### config.mk
export PLATFORM = sky130hd
export DESIGN_NAME = smf_fault_regs
export DESIGN_NICKNAME = d
export VERILOG_FILES = /design/src/verilog/smf_pkg.sv /design/src/verilog/smf_limit_cmp.sv /design/src/verilog/smf_flag_bank.sv /design/src/verilog/smf_fault_regs.sv
export VERILOG_INCLUDE_DIRS = /design/src /design/src/verilog
export SDC_FILE = /design/constraint.sdc
export NUM_CORES = 1
export LEC_CHECK = 0
export BUFFER_PORTS_ARGS = -buffer_cell sky130_fd_sc_hd__clkbuf_2
export CORE_UTILIZATION = 58
export DETAILED_ROUTE_END_ITERATION = 6
export GPL_TIMING_DRIVEN = 1
export PLACE_DENSITY = 0.76
export SLEW_MARGIN = 25
export SYNTH_ARGS = -nofsm -noshare
export SYNTH_HDL_FRONTEND = slang
export SYNTH_HIERARCHICAL = 1
export SYNTH_SLANG_ARGS = --single-unit
### constraint.sdc
create_clock -name mclk_in -period 2 [get_ports mclk_in]
set_clock_uncertainty 0.1 [all_clocks]
set_input_delay 0.2 -clock mclk_in [delete_from_list [all_inputs] [get_ports mclk_in]]
set_output_delay 0.2 -clock mclk_in [all_outputs]
set_load 0.01 [all_outputs]
### src/verilog/smf_cfg.svh
// Constants of the sensor fault status and mask group.
// Assumes byte-wide registers reached by an 8-bit register index.
`ifndef SMF_CFG_SVH
`define SMF_CFG_SVH

// Register index of each status and mask byte
`define SMF_OFF_NO_ACK_STATUS    8'hb6
`define SMF_OFF_PKT_CHECK_STATUS 8'hb7
`define SMF_OFF_BUS_STALL_STATUS 8'hb8
`define SMF_OFF_LIMIT_STATUS     8'hb9
`define SMF_OFF_INVALID_STATUS   8'hba
`define SMF_OFF_OVERHEAT_STATUS  8'hbb
`define SMF_OFF_NO_ACK_MASK      8'hbc
`define SMF_OFF_PKT_CHECK_MASK   8'hbd
`define SMF_OFF_BUS_STALL_MASK   8'hbe
`define SMF_OFF_LIMIT_MASK       8'hbf

// Power-on value of every byte in the group
`define SMF_RESET_BYTE 8'h00
// Answer to an unmapped index
`define SMF_UNMAPPED_BYTE 8'h00
// Number of hub invalid-code flags, bits 0 up
`define SMF_INVALID_COUNT 3'h5
// Reserved upper bits of the invalid-code byte
`define SMF_INVALID_RSVD_MASK 8'he0

`endif

### src/verilog/smf_pkg.sv
// Types and helpers of the sensor fault status and mask group.
// Assumes smf_cfg.svh for the numeric constants.
`default_nettype none
package smf_pkg;
  typedef logic [7:0]        smf_byte_t;
  typedef logic [2:0]        smf_dev_t;
  typedef logic signed [8:0] smf_wide_t;

  // Reading widened so signed and unsigned bytes compare on one scale
  function automatic smf_wide_t smf_widen(input smf_byte_t v,
                                          input logic      is_signed);
    smf_widen = smf_wide_t'({is_signed & v[7], v});
  endfunction

  // Register index match
  function automatic logic smf_hit(input smf_byte_t a, input smf_byte_t o);
    smf_hit = (a == o);
  endfunction
endpackage
`default_nettype wire

### src/verilog/smf_limit_cmp.sv
// Limit comparator for one temperature reading.
// Assumes the reading and limits are stable in the cycle they are used.
`timescale 1ns/1ps
`default_nettype none
module smf_limit_cmp
(
  input  wire logic             reading_signed_in,
  input  wire smf_pkg::smf_byte_t reading_in,
  input  wire smf_pkg::smf_byte_t high_limit_in,
  input  wire smf_pkg::smf_byte_t low_limit_in,
  input  wire smf_pkg::smf_byte_t overheat_limit_in,
  output logic                  out_of_limits_out,
  output logic                  overheat_out
);
  import smf_pkg::*;

  smf_wide_t reading_w;

  // High and overheat limits unsigned, low limit two's complement
  always_comb
  begin
    reading_w         = smf_widen(reading_in, reading_signed_in);
    out_of_limits_out = (reading_w > smf_widen(high_limit_in, 1'b0)) ||
                        (reading_w < smf_widen(low_limit_in, 1'b1));
    overheat_out      = reading_w > smf_widen(overheat_limit_in, 1'b0);
  end
endmodule // smf_limit_cmp
`default_nettype wire

### src/verilog/smf_flag_bank.sv
// Eight per-device flags, each holding the outcome of the latest poll.
// Assumes update pulses come from logic on the same clock.
`timescale 1ns/1ps
`default_nettype none
`include "smf_cfg.svh"
module smf_flag_bank
(
  input  wire logic               mclk_in,
  input  wire logic               arst_n_in,
  input  wire logic               upd_in,
  input  wire smf_pkg::smf_dev_t  idx_in,
  input  wire logic               bit_in,
  output logic [7:0]              flags_out
);
  import smf_pkg::*;

  logic [7:0] next_flags;

  // Only the addressed device's flag moves
  always_comb
  begin
    next_flags = flags_out;
    if (upd_in)
      next_flags[idx_in] = bit_in;
  end

  // Flags start clear at power-up
  always_ff @(posedge mclk_in or negedge arst_n_in)
  begin
    if (!arst_n_in)
      flags_out <= `SMF_RESET_BYTE;
    else
      flags_out <= next_flags;
  end
endmodule // smf_flag_bank
`default_nettype wire

### src/verilog/smf_fault_regs.sv
// Status and mask registers of the autonomous sensor poller, plus alert.
// Assumes the two-wire slave engine presents a byte register port and
// the poller reports each poll result as a one-cycle pulse on mclk_in.
//
// Contract
// per-device out-of-limits flag, latest reading
// five hub invalid-code flags, bits 5-7 reserved
// per-device overheat flag above overheat limit
// mask byte gates missing-acknowledge events
// mask byte gates packet-check failure events
// mask byte gates bus timeout events
// mask byte gates limit-violation events
// power-up clears every flag and mask
// read-only no-ack, packet-check, timeout flags
// compare with shared high, low, overheat limits
// masks gate alert only; status writes ignored
`timescale 1ns/1ps
`default_nettype none
`include "smf_cfg.svh"
module smf_fault_regs
(
  input  wire logic               mclk_in,
  input  wire logic               arst_n_in,
  // Register port from the slave engine
  input  wire smf_pkg::smf_byte_t reg_addr_in,
  input  wire logic               reg_wr_in,
  input  wire smf_pkg::smf_byte_t reg_wdata_in,
  input  wire logic               reg_rd_in,
  output logic                    reg_rvalid_out,
  output smf_pkg::smf_byte_t      reg_rdata_out,
  // Poll result from the master
  input  wire logic               result_valid_in,
  input  wire smf_pkg::smf_dev_t  result_dev_in,
  input  wire smf_pkg::smf_byte_t result_temp_in,
  input  wire logic               result_signed_in,
  input  wire logic               missing_ack_in,
  input  wire logic               pkt_check_err_in,
  input  wire logic               bus_stall_err_in,
  // Hub temperature code result
  input  wire logic               hub_valid_in,
  input  wire smf_pkg::smf_dev_t  hub_idx_in,
  input  wire logic               hub_reserved_in,
  // Shared limits
  input  wire smf_pkg::smf_byte_t high_limit_in,
  input  wire smf_pkg::smf_byte_t low_limit_in,
  input  wire smf_pkg::smf_byte_t overheat_limit_in,
  output logic                    alert_out
);
  import smf_pkg::*;

  logic       cmp_lim;
  logic       cmp_hot;
  logic       ok_valid;
  logic       hub_upd;
  logic [7:0] missing_ack_flag;
  logic [7:0] pkt_check_flag;
  logic [7:0] bus_stall_error_flag;
  logic [7:0] limit_violation_flag;
  logic [7:0] overheat_trip_flag;
  logic [7:0] invalid_code_raw;
  logic [7:0] invalid_code_flag;
  smf_byte_t  no_ack_event_mask;
  smf_byte_t  packet_check_event_mask;
  smf_byte_t  bus_stall_event_mask;
  smf_byte_t  limit_event_mask;
  smf_byte_t  next_no_ack_mask;
  smf_byte_t  next_pkt_mask;
  smf_byte_t  next_stall_mask;
  smf_byte_t  next_limit_mask;
  smf_byte_t  next_rdata;
  logic       next_rvalid;
  logic       next_alert;

  // Reading against the shared limits
  smf_limit_cmp u_cmp
  (
    .reading_signed_in (result_signed_in),
    .reading_in        (result_temp_in),
    .high_limit_in     (high_limit_in),
    .low_limit_in      (low_limit_in),
    .overheat_limit_in (overheat_limit_in),
    .out_of_limits_out (cmp_lim),
    .overheat_out      (cmp_hot)
  );

  // A poll with no acknowledge carries no reading, so limits stay put
  assign ok_valid = result_valid_in & ~missing_ack_in;
  // Hub only reports five channels; higher indices are dropped
  assign hub_upd  = hub_valid_in & (hub_idx_in < `SMF_INVALID_COUNT);

  smf_flag_bank u_nack
  (
    .mclk_in   (mclk_in),
    .arst_n_in (arst_n_in),
    .upd_in    (result_valid_in),
    .idx_in    (result_dev_in),
    .bit_in    (missing_ack_in),
    .flags_out (missing_ack_flag)
  );

  smf_flag_bank u_pec
  (
    .mclk_in   (mclk_in),
    .arst_n_in (arst_n_in),
    .upd_in    (result_valid_in),
    .idx_in    (result_dev_in),
    .bit_in    (pkt_check_err_in),
    .flags_out (pkt_check_flag)
  );

  smf_flag_bank u_stall
  (
    .mclk_in   (mclk_in),
    .arst_n_in (arst_n_in),
    .upd_in    (result_valid_in),
    .idx_in    (result_dev_in),
    .bit_in    (bus_stall_err_in),
    .flags_out (bus_stall_error_flag)
  );

  smf_flag_bank u_lim
  (
    .mclk_in   (mclk_in),
    .arst_n_in (arst_n_in),
    .upd_in    (ok_valid),
    .idx_in    (result_dev_in),
    .bit_in    (cmp_lim),
    .flags_out (limit_violation_flag)
  );

  smf_flag_bank u_hot
  (
    .mclk_in   (mclk_in),
    .arst_n_in (arst_n_in),
    .upd_in    (ok_valid),
    .idx_in    (result_dev_in),
    .bit_in    (cmp_hot),
    .flags_out (overheat_trip_flag)
  );

  smf_flag_bank u_inv
  (
    .mclk_in   (mclk_in),
    .arst_n_in (arst_n_in),
    .upd_in    (hub_upd),
    .idx_in    (hub_idx_in),
    .bit_in    (hub_reserved_in),
    .flags_out (invalid_code_raw)
  );

  // Reserved bits can never be set, forced to zero regardless
  assign invalid_code_flag = invalid_code_raw & ~`SMF_INVALID_RSVD_MASK;

  // Mask writes, read mux and alert; status indices take no write
  always_comb
  begin
    next_no_ack_mask = no_ack_event_mask;
    next_pkt_mask    = packet_check_event_mask;
    next_stall_mask  = bus_stall_event_mask;
    next_limit_mask  = limit_event_mask;
    if (reg_wr_in && smf_hit(reg_addr_in, `SMF_OFF_NO_ACK_MASK))
      next_no_ack_mask = reg_wdata_in;
    if (reg_wr_in && smf_hit(reg_addr_in, `SMF_OFF_PKT_CHECK_MASK))
      next_pkt_mask = reg_wdata_in;
    if (reg_wr_in && smf_hit(reg_addr_in, `SMF_OFF_BUS_STALL_MASK))
      next_stall_mask = reg_wdata_in;
    if (reg_wr_in && smf_hit(reg_addr_in, `SMF_OFF_LIMIT_MASK))
      next_limit_mask = reg_wdata_in;

    next_rvalid = reg_rd_in;
    next_rdata  = reg_rdata_out;
    if (reg_rd_in)
    begin
      case (reg_addr_in)
        `SMF_OFF_NO_ACK_STATUS:    next_rdata = missing_ack_flag;
        `SMF_OFF_PKT_CHECK_STATUS: next_rdata = pkt_check_flag;
        `SMF_OFF_BUS_STALL_STATUS: next_rdata = bus_stall_error_flag;
        `SMF_OFF_LIMIT_STATUS:     next_rdata = limit_violation_flag;
        `SMF_OFF_INVALID_STATUS:   next_rdata = invalid_code_flag;
        `SMF_OFF_OVERHEAT_STATUS:  next_rdata = overheat_trip_flag;
        `SMF_OFF_NO_ACK_MASK:      next_rdata = no_ack_event_mask;
        `SMF_OFF_PKT_CHECK_MASK:   next_rdata = packet_check_event_mask;
        `SMF_OFF_BUS_STALL_MASK:   next_rdata = bus_stall_event_mask;
        `SMF_OFF_LIMIT_MASK:       next_rdata = limit_event_mask;
        default:                   next_rdata = `SMF_UNMAPPED_BYTE;
      endcase
    end

    // Mask gates the alert only, flags keep tracking underneath
    next_alert = |(missing_ack_flag     & ~no_ack_event_mask)       ||
                 |(pkt_check_flag       & ~packet_check_event_mask) ||
                 |(bus_stall_error_flag & ~bus_stall_event_mask)    ||
                 |((limit_violation_flag | overheat_trip_flag) &
                   ~limit_event_mask);
  end

  // Everything starts unmasked and quiet
  always_ff @(posedge mclk_in or negedge arst_n_in)
  begin
    if (!arst_n_in)
    begin
      no_ack_event_mask       <= `SMF_RESET_BYTE;
      packet_check_event_mask <= `SMF_RESET_BYTE;
      bus_stall_event_mask    <= `SMF_RESET_BYTE;
      limit_event_mask        <= `SMF_RESET_BYTE;
      reg_rdata_out           <= `SMF_RESET_BYTE;
      reg_rvalid_out          <= 1'b0;
      alert_out               <= 1'b0;
    end
    else
    begin
      no_ack_event_mask       <= next_no_ack_mask;
      packet_check_event_mask <= next_pkt_mask;
      bus_stall_event_mask    <= next_stall_mask;
      limit_event_mask        <= next_limit_mask;
      reg_rdata_out           <= next_rdata;
      reg_rvalid_out          <= next_rvalid;
      alert_out               <= next_alert;
    end
  end

  // Helper: high only in the first cycle after reset release
  logic first_cyc;
  always_ff @(posedge mclk_in or negedge arst_n_in)
  begin
    if (!arst_n_in)
      first_cyc <= 1'b1;
    else
      first_cyc <= 1'b0;
  end
endmodule // smf_fault_regs
`default_nettype wire

After elaboration in Yosys (flattened, before gate mapping)

Cells that the tools add are included.

$lt $le $gt $ge: 8
Equality and inequality tests: 10
Mux-type cells: 11
Bitwise gates (word level): 13
Reduce and logical (&&, ||, !) cells: 14

Operator list:

| kind               | count |
|---|---|
| $eq 8x8->1 const B | 10 |
| $pmux 8 s10        | 1 |
| $bwmux 8           | 6 |
| $and 8x8->8        | 4 |
| $not 8->8          | 4 |
| $reduce_or 8->1    | 4 |
| $gt 9x9->1         | 2 |
| $lt 9x8->1         | 1 |
| $lt 3x4->1 const B | 2 |
| $or 8x8->8         | 1 |
| $demux 1 s3        | 2 |
| $ge 3x1->1 const B | 2 |
| $logic_and 1x1->1  | 6 |
| $logic_or 1x1->1   | 4 |
| $and 1x1->1        | 3 |
| $lt 3x3->1 const B | 1 |
| $mux 1             | 2 |
| $not 1->1          | 1 |

Register bits after elaboration: 90
Bits of input ports: 65

Logic depth before layout (Yosys ltp)

Gate-level depths: netlist of the first run.

Word-level depth: 6
Gate-level depth with buffers: 8
Mapped depth without buffers: 8

By module

Netlist of the first run, hierarchy kept.

By module, submodules not included:

| module         | times used | cells each | area an instance (um^2) |
|---|---|---|---|
| smf_fault_regs | 1          | 251        | 2582.5 |
| smf_flag_bank  | 6          | 24         | 386.6 |
| smf_limit_cmp  | 1          | 84         | 598.1 |

Worst setup path before layout of the first run

OpenSTA, ideal clock, no wires.

Kind: input to register
From: input port high_limit_in[6]
To: register u_lim.flags_out[0]
Setup time: 0.125 ns
Arrival: 1.591 ns
Data required time: 1.775 ns
Slack: 0.184 ns
Stages: 7
Cell sequence: inv_1 -> ha_1 -> a21oi_2 -> o21ai_1 -> a221o_1 -> a31o_1 -> mux2_2

Cells in the longest elaborated chain, start to end: 3

Ends and longest elaborated chain:

| item                   | line                 | source |
|---|---|---|
| start: declaration     | smf_fault_regs.sv:44 | `input wire smf_pkg::smf_byte_t high_limit_in,` |
| $gt 9x9->1             | smf_limit_cmp.sv:23  | `out_of_limits_out = (reading_w > smf_widen(high_limit_in, 1'b0)) \|\|` |
| $logic_or 1x1->1       | smf_limit_cmp.sv:23  |  |
| named net cmp_lim      | smf_fault_regs.sv:51 | `logic cmp_lim;` |
| $bwmux 8               | smf_flag_bank.sv:24  | `next_flags[idx_in] = bit_in;` |
| end signal: assignment | smf_flag_bank.sv:31  | `` flags_out <= `SMF_RESET_BYTE; `` |
| end signal: assignment | smf_flag_bank.sv:33  | `flags_out <= next_flags;` |
| end: declaration       | smf_flag_bank.sv:13  | `output logic [7:0] flags_out` |

The timed path passes the listed nets, and every way through them passes these cells.
A chain may end at the register's enable or synchronous reset.

==> qor.csv, run 1 <==
stage;metric;value;unit
clock_tree;CTS Buf Count;9;
power;Pwr Density;723;nW/um^2
critical_path;Crit Path Class;primary input to register;
routing;vias;4278;
critical_path;R2R Path Start;packet_check_event_mask[1];
sta;Worst Tran Pin Value;0.763;ns
clock_tree;clk_lat worst skew;0.36;ns
routing;highest metal used;met4;
place;number of port buffers;74;
sta;Highest Clock Rate;542;MHz
clock_tree;H-tree depth;3;
clock_tree;# Post-CTS Setup Buffers;0;
routing;met1 wire length;5900;um
finish;FILL cells;662;
critical_path;RR Endpoint;reg_rdata_out[1];
sta;Slew Limit Fails;0;
min_path;Hold WC Path Type;primary input to register;
routing;First-pass DRT Iterations;7;
routing;DR vias/cell;6.33;
sta;fin crit period;1.85;ns
synthesis;Syn Nets;558;
die;Starting Density;60.7;%
routing;drt drc;5;
global_route;global-route usage over all layers;28.9;%
routing;Avg WL per Cell;19.5;um
critical_path;crit start category;primary input;
global_route;largest net degree at the start of global routing;43;
clock_tree;Max Buffers Root-to-Sink;2;
die;Chip Width;98.2;um
clock_tree;post-cts gate resize count;0;
critical_path;FF-to-FF path depth;3;
sta;# setup viols final;0;
die;DIE HEIGHT;98.2;um
sta;Final Cycle Share;92.3;%
clock_tree;CTS Root Cell;clkbuf_8;
critical_path;CP Data Arrival Time;2.05;ns
critical_path;Reg2Reg Setup Slack;0.30;ns
routing;DRT Wirelength;13200;um
finish;ANT cells;0;
status;failing checks;DRC;
place;RePlAce Congestion;0.967;
global_route;first-pass GRT wire length;21600;um
finish;post-layout util;70.0;%
routing;Starting DRT DRC Count;291;
critical_path;largest fanout on the critical path;8;
synthesis;yosys warns;6;
power;maximum VDD drop;0.500;mV
critical_path;Setup crit end;reg_rdata_out[2];
flow_run;max-cap viol count;0;
routing;metal3 WL;821;um
global_route;total gr overflow;0;
sta;RSZ-0062 raised after global routing;no;
finish;commonest non-fill, non-tap cells in the layout;87 x dfrtp_1, 73 x clkbuf_2, 65 x mux2_2, 48 x inv_1;
critical_path;Setup crit start;reg_rd_in;
die;num rows;34;
finish;commonest non-fill, non-tap cell in the layout;dfrtp_1;
die;total core area;8850;um^2
clock_tree;hold buffer count at cts;2;
critical_path;Largest stage delay, worst path;0.54;ns
finish;fin area;6190;um^2
routing;Antenna Nets Post-Route;0;
global_route;number of global-route vias before repair;4217;
die;Ports;75;
power;Leak Pwr;2.99;nW
critical_path;Critical Path RT;2.21;ns
critical_path;CP cell instances;dlygate4sd3_1 > clkbuf_2 > inv_1 > nor3_1 > nand2_1 > nor2_1 > a211o_1;
finish;P&R area growth vs syn;15.4;%
sta;Final Hold Viols;0;
clock_tree;Clk pin slew, worst setup/hold paths;0.10;ns
synthesis;Avg Inst Size Synth;11.4;um^2
synthesis;cells after synthesis;470;
die;DIE AREA;9640;um^2
place;placed cell areas;6000;um^2
routing;met2 WL;6170;um
finish;share of cells above drive strength 1;36.6;%
critical_path;Critical-path top delay cell;dlygate4sd3_1;
clock_tree;TritonCTS clock tree;done;
sta;slew margin rel.;49.2;%
synthesis;Cell Area, Synth;5370;um^2
status;outcome;finished with violations;
place;Detail Placement HPWL;9990;um
global_route;initial antenna violation count;0;
finish;layout net count;651;
critical_path;crit path capture type;register;
clock_tree;clock sink total;87;
[registers in the layout, indices dropped and copies added, names as in the netlist]
register	cells
u_nack/flags_out	8
reg_rvalid_out	1
u_stall/flags_out	8
limit_event_mask	8
reg_rdata_out	8
u_pec/flags_out	8
u_lim/flags_out	8
packet_check_event_mask	8
u_hot/flags_out	8
no_ack_event_mask	8
alert_out	1
u_inv/flags_out	5
bus_stall_event_mask	8
[through the flow]
| step | setup slack (ns) | power, mW | setup TNS [ns] | std cells | hold WS, ns |
|---|---|---|---|---|---|
| after global routing | 0.0112 | 4.69 | 0 | 676 | 0.0110 |
| after floorplan | 0.184 | 2.89 | 0 | 470 | -0.196 |
| after detailed placement | -0.0404 | 3.36 | -0.286 | 658 | 0.101 |
| final | 0.154 | 4.48 | 0 | 676 | 0.0117 |
| after CTS | 0.208 | 4.49 | 0 | 676 | 0.000613 |
| after global placement | -0.000000222 | 3.31 | 0 | 658 | 0.0871 |
[critical path: cells and delay by family]
family | cells | cell delay (ns)
simple gates | 3 | 0.91
buf+inv | 3 | 0.83
compound gates | 1 | 0.12
[layer usage]
layer	up-vias	global-route usage, %
met5	-	0
met4	0	9.76
met3	31	5.23
met2	176	45.2
met1	2114	40.7
li1	1957	-
[worst min-delay path by stage]
stage | start | endpoint | slack, ns | cells after the start
finish | reg_wdata_in[7] | no_ack_event_mask[7] | 0.01 | 2
global route | reg_wdata_in[7] | no_ack_event_mask[7] | 0.01 | 2
CTS | reg_wdata_in[7] | no_ack_event_mask[7] | 0.0006 | 2
detailed placement | arst_n_in | u_inv/flags_out[2] | 0.10 | 1
global placement | arst_n_in | u_inv/flags_out[2] | 0.09 | 1
floorplan | arst_n_in | alert_out | -0.20 | 0
[area by class of cell]
type	instances	area [um^2]	share of cell area, %
Inverter	49	184	2.97
Clock buffer	9	124	2.00
Timing Repair Buffer	94	578	9.33
Tap cell	108	135	2.18
Clock inverter	7	55.1	0.889
Sequential cell	87	2180	35.1
Multi-Input combinational cell	322	2940	47.5
[report_power, final]
part	leakage, nW	internal, mW	switching, mW
registers	1.12	2.02	0.277
logic	1.79	0.562	0.491
clock network	0.0866	0.464	0.669
total	2.99	3.04	1.44
No activity file was read; power rests on OpenSTA's default activity.
==> run 2: changes to the inputs <==
==> constraint.sdc (replaced) <==
create_clock -name mclk_in -period 2 [get_ports mclk_in]
set_clock_uncertainty 0.1 [all_clocks]
set_input_delay 0.6 -clock mclk_in [delete_from_list [all_inputs] [get_ports mclk_in]]
set_output_delay 0.6 -clock mclk_in [all_outputs]
set_load 0.01 [all_outputs]
==> qor.csv, run 2 (synthesis results as in run 1) <==
stage;metric;value;unit
power;maximum VDD drop;0.398;mV
clock_tree;CTS Buf Count;9;
finish;fin area;6640;um^2
sta;# setup viols final;0;
routing;Starting DRT DRC Count;291;
global_route;first-pass GRT wire length;22800;um
routing;Antenna Nets Post-Route;0;
sta;PnR worst setup slack;0.0950;ns
clock_tree;H-tree depth;3;
status;outcome;finished with violations;
critical_path;Reg2Reg Setup Slack;0.27;ns
flow_run;max-cap viol count;0;
clock_tree;CTS Root Cell;clkbuf_8;
critical_path;Critical Path RT;2.16;ns
clock_tree;Clk pin slew, worst setup/hold paths;0.10;ns
critical_path;CP Data Arrival Time;2.06;ns
critical_path;largest fanout on the critical path;8;
die;Starting Density;60.7;%
global_route;total gr overflow;0;
routing;vias;4329;
critical_path;Largest stage delay, worst path;0.28;ns
finish;ANT cells;0;
finish;fin cells;705;
die;total core area;8850;um^2
place;RePlAce Congestion;0.930;
power;internal cell power;3.26;mW
sta;Final Cycle Share;95.2;%
place;Placed Cells;687;
die;Chip Width;98.2;um
global_route;number of global-route vias before repair;4380;
sta;slew margin rel.;69.1;%
clock_tree;clock sink total;87;
clock_tree;clk_lat worst skew;0.38;ns
place;number of port buffers;74;
global_route;largest net degree at the start of global routing;43;
min_path;Hold WC Path Type;primary input to register;
status;failing checks;DRC;
power;NetSw;1.52;mW
routing;drt drc;3;
sta;Highest Clock Rate;525;MHz
global_route;initial antenna violation count;0;
place;placed cell areas;6410;um^2
power;Clock Power Share;27.8;%
finish;FILL cells;629;
power;combinational fraction of design power;24.3;%
finish;commonest non-fill, non-tap cells in the layout;87 x dfrtp_1, 72 x clkbuf_2, 57 x mux2_2, 42 x inv_1, 39 x buf_4;
place;pre-CTS WS;-0.307;ns
place;Detail Placement HPWL;10600;um
clock_tree;TritonCTS clock tree;done;
finish;commonest non-fill, non-tap cell in the layout;dfrtp_1;
power;switching portion of total power;31.9;%
die;DIE AREA;9640;um^2
routing;First-pass DRT Iterations;7;
global_route;global-route usage over all layers;30.8;%
sta;Slew Limit Fails;0;
power;Leak Pwr;3.19;nW
critical_path;Critical-path top delay cell;ha_1;
routing;DR vias/cell;6.14;
die;Ports;75;
power;Pwr Density;720;nW/um^2
sta;Final Hold Viols;0;
critical_path;critical path's most frequent cell;buf_4;
finish;layout net count;680;
critical_path;Crit Path Class;primary input to register;
critical_path;crit start category;primary input;
finish;P&R area growth vs syn;23.7;%
die;num rows;34;
clock_tree;Max Buffers Root-to-Sink;2;
critical_path;crit path capture type;register;
power;Reg power frac;47.9;%
die;DIE HEIGHT;98.2;um
sta;RSZ-0062 raised after global routing;no;
routing;Avg WL per Cell;19.6;um
routing;DRT Wirelength;13800;um
finish;share of cells above drive strength 1;42.7;%
critical_path;CP cell instances;clkbuf_2 > buf_4 > ha_1 > a21oi_1 > nor2b_1 > o21ai_0 > a21oi_2 > buf_4 > mux2_2;
sta;fin crit period;1.90;ns
sta;Worst Tran Pin Value;0.463;ns
finish;post-layout util;75.0;%
power;Overall Power;4.78;mW
-- run 2: cell types whose count changed in the layout (fill, tap and decap cells not counted), moves of 3 or more --
cell     delta
mux2_4      +8
buf_12      +6
buf_4      +24
a21oi_1     -3
ha_4        +6
a21oi_2     +3
ha_1        -6
inv_2       +4
inv_1       -6
mux2_2      -8
-- run 2: per-layer routing --
metal / global-route usage, % / part of all wire (%)
met1: 42.8 / 45
met2: 48.3 / 47
met3: 6.51 / 6.0
met4: 10.2 / 2.4
met5: 0 / 0
-- run 2: area by class of cell --
cell class	count	area, um^2	share of cell area [%]
Multi-Input combinational cell	322	3060	46.1
Clock buffer	9	124	1.87
Inverter	49	189	2.85
Clock inverter	7	83.8	1.26
Timing Repair Buffer	123	868	13.1
Tap cell	108	135	2.04
Sequential cell	87	2180	32.8
-- run 2: worst paths after layout --
check | cells past startpoint | endpoint | start
min | 1 | reg_rvalid_out | reg_rd_in
max reg2reg | 4 | reg_rdata_out[6] | no_ack_event_mask[6]
max in group asynchronous | 3 | u_stall/flags_out[4] | arst_n_in
max | 9 | u_hot/flags_out[6] | result_temp_in[4]
min reg2reg | 1 | reg_rdata_out[2] | u_inv/flags_out[2]
min in group asynchronous | 2 | no_ack_event_mask[4] | arst_n_in
-- run 2: stage by stage --
step                      hold WS (ns)  setup TNS [ns]
after floorplan                  0.204           -1.61
after global placement           0.343           -9.91
after detailed placement         0.350          -12.11
after CTS                        0.280               0
after global routing             0.277               0
final                            0.288               0
-- run 2: power by group through the flow --
stage / registers, mW / clock network [mW] / logic [mW]
floorplan: 2.18 / 0 / 0.743
global placement: 2.31 / 0 / 1.10
detailed placement: 2.32 / 0 / 1.15
CTS: 2.28 / 1.34 / 1.15
global route: 2.32 / 1.41 / 1.26
finish: 2.29 / 1.33 / 1.16
-- run 2: repair_timing --
item | CTS | global route
buffers inserted | 0 | 1
endpoints found under the setup margin | 0 | 3
gates resized for setup | 0 | 3
hold buffers | 1 | 0
endpoints found under the hold margin | 8 | 0
-- run 2: critical path, delay by kind of cell --
family | cells | cell delay (ns)
buf+inv | 3 | 0.42
fa+ha+maj | 1 | 0.28
simple gates | 1 | 0.06
compound gates | 3 | 0.42
mux | 1 | 0.27
==> run 3: changes to the inputs <==
--- a/config.mk
+++ b/config.mk
@@ -7,12 +7,11 @@
 export NUM_CORES = 1
 export LEC_CHECK = 0
 export BUFFER_PORTS_ARGS = -buffer_cell sky130_fd_sc_hd__clkbuf_2
-export CORE_UTILIZATION = 58
+export CORE_UTILIZATION = 57
 export DETAILED_ROUTE_END_ITERATION = 6
 export GPL_TIMING_DRIVEN = 1
 export PLACE_DENSITY = 0.76
 export SLEW_MARGIN = 25
 export SYNTH_ARGS = -nofsm -noshare
 export SYNTH_HDL_FRONTEND = slang
-export SYNTH_HIERARCHICAL = 1
 export SYNTH_SLANG_ARGS = --single-unit
==> qor.csv, run 3 <==
stage;metric;value;unit
status;outcome;finished with violations;
status;failing checks;DRC;
power;Leak Pwr;2.97;nW
finish;share of cells above drive strength 1;40.0;%
clock_tree;clk_lat worst skew;0.37;ns
global_route;total gr overflow;0;
finish;post-layout util;74.0;%
synthesis;number of flops mapped to enable cells by yosys;0;
critical_path;largest fanout on the critical path;8;
finish;commonest non-fill, non-tap cells in the layout;87 x dfrtp_1, 71 x clkbuf_2, 47 x inv_1, 46 x mux2_2, 36 x buf_4;
die;Ports;75;
power;Pwr Density;717;nW/um^2
power;NetSw;1.36;mW
clock_tree;CTS Buf Count;9;
die;total core area;8260;um^2
routing;drt drc;1;
critical_path;CP Data Arrival Time;2.12;ns
die;Chip Width;94.6;um
finish;commonest non-fill, non-tap cell in the layout;dfrtp_1;
global_route;initial antenna violation count;0;
place;Detail Placement HPWL;9850;um
synthesis;cells after synthesis;438;
clock_tree;TritonCTS clock tree;done;
power;switching portion of total power;31.1;%
global_route;number of global-route vias before repair;4204;
synthesis;yosys warns;0;
sta;fin crit period;1.97;ns
clock_tree;Max Buffers Root-to-Sink;2;
critical_path;Largest stage delay, worst path;0.42;ns
synthesis;Synth top cells by count;87 x dfrtp_1, 58 x mux2_2, 50 x inv_1;
routing;Antenna Nets Post-Route;0;
power;Reg power frac;50.8;%
routing;DRT Wirelength;12700;um
critical_path;critical path's most frequent cell;a21o_1;
finish;ANT cells;0;
synthesis;most common cell in the netlist;dfrtp_1;
synthesis;Synth Register Bits;87;
clock_tree;CTS Root Cell;clkbuf_8;
die;Starting Density;59.2;%
power;maximum VDD drop;0.492;mV
synthesis;Synth async-reset ratio;100;%
routing;DR vias/cell;6.23;
clock_tree;Clk pin slew, worst setup/hold paths;0.10;ns
critical_path;Critical-path top delay cell;a2111oi_4;
global_route;largest net degree at the start of global routing;27;
synthesis;synth top area cells;dfrtp_1 45%, mux2_2 13%, ha_1 5.9%;
die;num rows;33;
sta;Worst Tran Pin Value;0.488;ns
flow_run;max-cap viol count;0;
synthesis;Yosys top cell area share;44.6;%
sta;Slew Limit Fails;0;
die;DIE AREA;8950;um^2
critical_path;CP cell instances;buf_8 > inv_12 > ha_4 > a21o_1 > a21o_1 > a2111oi_4 > a211oi_4 > mux2_4;
finish;layout net count;641;
critical_path;crit path capture type;register;
sta;slew margin rel.;67.4;%
die;DIE HEIGHT;94.6;um
synthesis;largest area contributor in the netlist;dfrtp_1;
clock_tree;H-tree depth;3;
global_route;first-pass GRT wire length;20700;um
global_route;global-route usage over all layers;31.1;%
critical_path;CP bufs+invs;2;
critical_path;Critical Path RT;2.15;ns
sta;RSZ-0062 raised after global routing;yes;
critical_path;R2R Path Start;u_hot.flags_out[2];
routing;vias;4129;
power;internal cell power;3.02;mW
synthesis;Cell Area, Synth;4890;um^2
power;combinational fraction of design power;21.7;%
synthesis;Top FF cell, synth;dfrtp_1;
finish;FILL cells;566;
sta;# setup viols final;0;
synthesis;Syn Nets;526;
critical_path;crit start category;primary input;
place;number of port buffers;74;
critical_path;Top delay family on crit path;compound AO/OA/AOI/OAI gates;
routing;Avg WL per Cell;19.2;um
power;Clock Power Share;27.4;%
synthesis;Avg Inst Size Synth;11.2;um^2
critical_path;Setup crit start;overheat_limit_in[2];
power;Overall Power;4.38;mW
finish;P&R area growth vs syn;25.0;%
sta;Final Cycle Share;98.5;%
sta;Highest Clock Rate;507;MHz
routing;Starting DRT DRC Count;347;
clock_tree;clock sink total;87;
synthesis;register area share after synthesis;44.6;%
synthesis;post-synthesis cell type count;48;
clock_tree;# Post-CTS Setup Buffers;0;
min_path;Hold WC Path Type;primary input to async pin;
critical_path;Crit Path Class;primary input to register;
routing;First-pass DRT Iterations;7;
sta;Final Hold Viols;0;
place;RePlAce Congestion;0.892;
## run 3: cell count changes in the layout (fill, tap and decap cells not counted), sizes merged, moves of 9 or more
cell	before	now
and4bb	18	0
nand4b	18	4
a41oi	0	10
o21ai	13	24
nand2	12	23
mux2	83	58
a21oi	16	7
## run 3: metrics by stage
| stage | hold WS (ns) | cells | setup slack (ns) | TNS (ns) | cell area, um^2 |
|---|---|---|---|---|---|
| 5_1_grt | 0.0346 | 663 | -0.0274 | -0.139 | 6110 |
| 3_5_place_dp | 0.382 | 647 | -0.392 | -13.10 | 5880 |
| 6_report | 0.0220 | 663 | 0.0295 | 0 | 6110 |
| 3_3_place_gp | 0.383 | 647 | -0.299 | -9.78 | 5880 |
| 2_1_floorplan | 0.204 | 438 | -0.0839 | -2.36 | 5040 |
| 4_1_cts | 0.0363 | 663 | 0.0131 | 0 | 6080 |
## run 3: power groups by stage
stage	registers, mW	clock network, mW	logic [mW]
after detailed placement	2.25	0	0.931
final	2.23	1.20	0.953
after floorplan	2.15	0	0.620
after global routing	2.25	1.28	1.06
after CTS	2.21	1.20	0.944
after global placement	2.24	0	0.893
## run 3: logic make-up (layout without fill, tap and decap cells)
kind of cell | Yosys count | in the layout | share of synthesized area (%)
DFF | 87 | 87 | 44.6
adders and majority gates | 23 | 23 | 5.89
and+or+nand+nor | 94 | 94 | 11.1
buffers and inverters | 63 | 183 | 5.33
muxes | 79 | 79 | 20.2
AOI/OAI and AO/OA | 91 | 91 | 12.8
xor gates and xnor gates | 1 | 1 | 0.179
## run 3: path summary, 6_finish.rpt
check,to,slack (ns),cells past startpoint
setup / recovery,u_hot.flags_out[1],0.03,8
hold / removal,bus_stall_event_mask[6],0.02,1
setup reg to reg,reg_rdata_out[2],0.19,4
hold reg to reg,reg_rdata_out[6],0.41,2
max in group asynchronous,u_inv.flags_out[0],1.25,2
min in group mclk_in,reg_rvalid_out,0.30,1
## run 3: layer usage
layer / global-route usage [%] / share of wire, %
met1: 38.3 / 39
met2: 52.3 / 51
met3: 8.70 / 7.6
met4: 11.4 / 2.7
met5: 0 / 0
## run 3: timing repair
action / 4_1_cts / 5_1_grt
endpoints found under the hold margin: 0 / 0
hold buffers: 0 / 0
setup endpoints to repair: 3 / 13
resized for setup: 2 / 11
pin swaps: 0 / 4
## run 3: area by class of cell
class / count / area [um^2] / area share [%]
multi-input cells: 288 / 2590 / 42.3
flip-flops and latches: 87 / 2180 / 35.6
repair buffers: 117 / 812 / 13.3
inverters: 50 / 210 / 3.44
clock buffers: 11 / 151 / 2.48
well taps: 105 / 131 / 2.15
clock inverters: 5 / 40.0 / 0.655
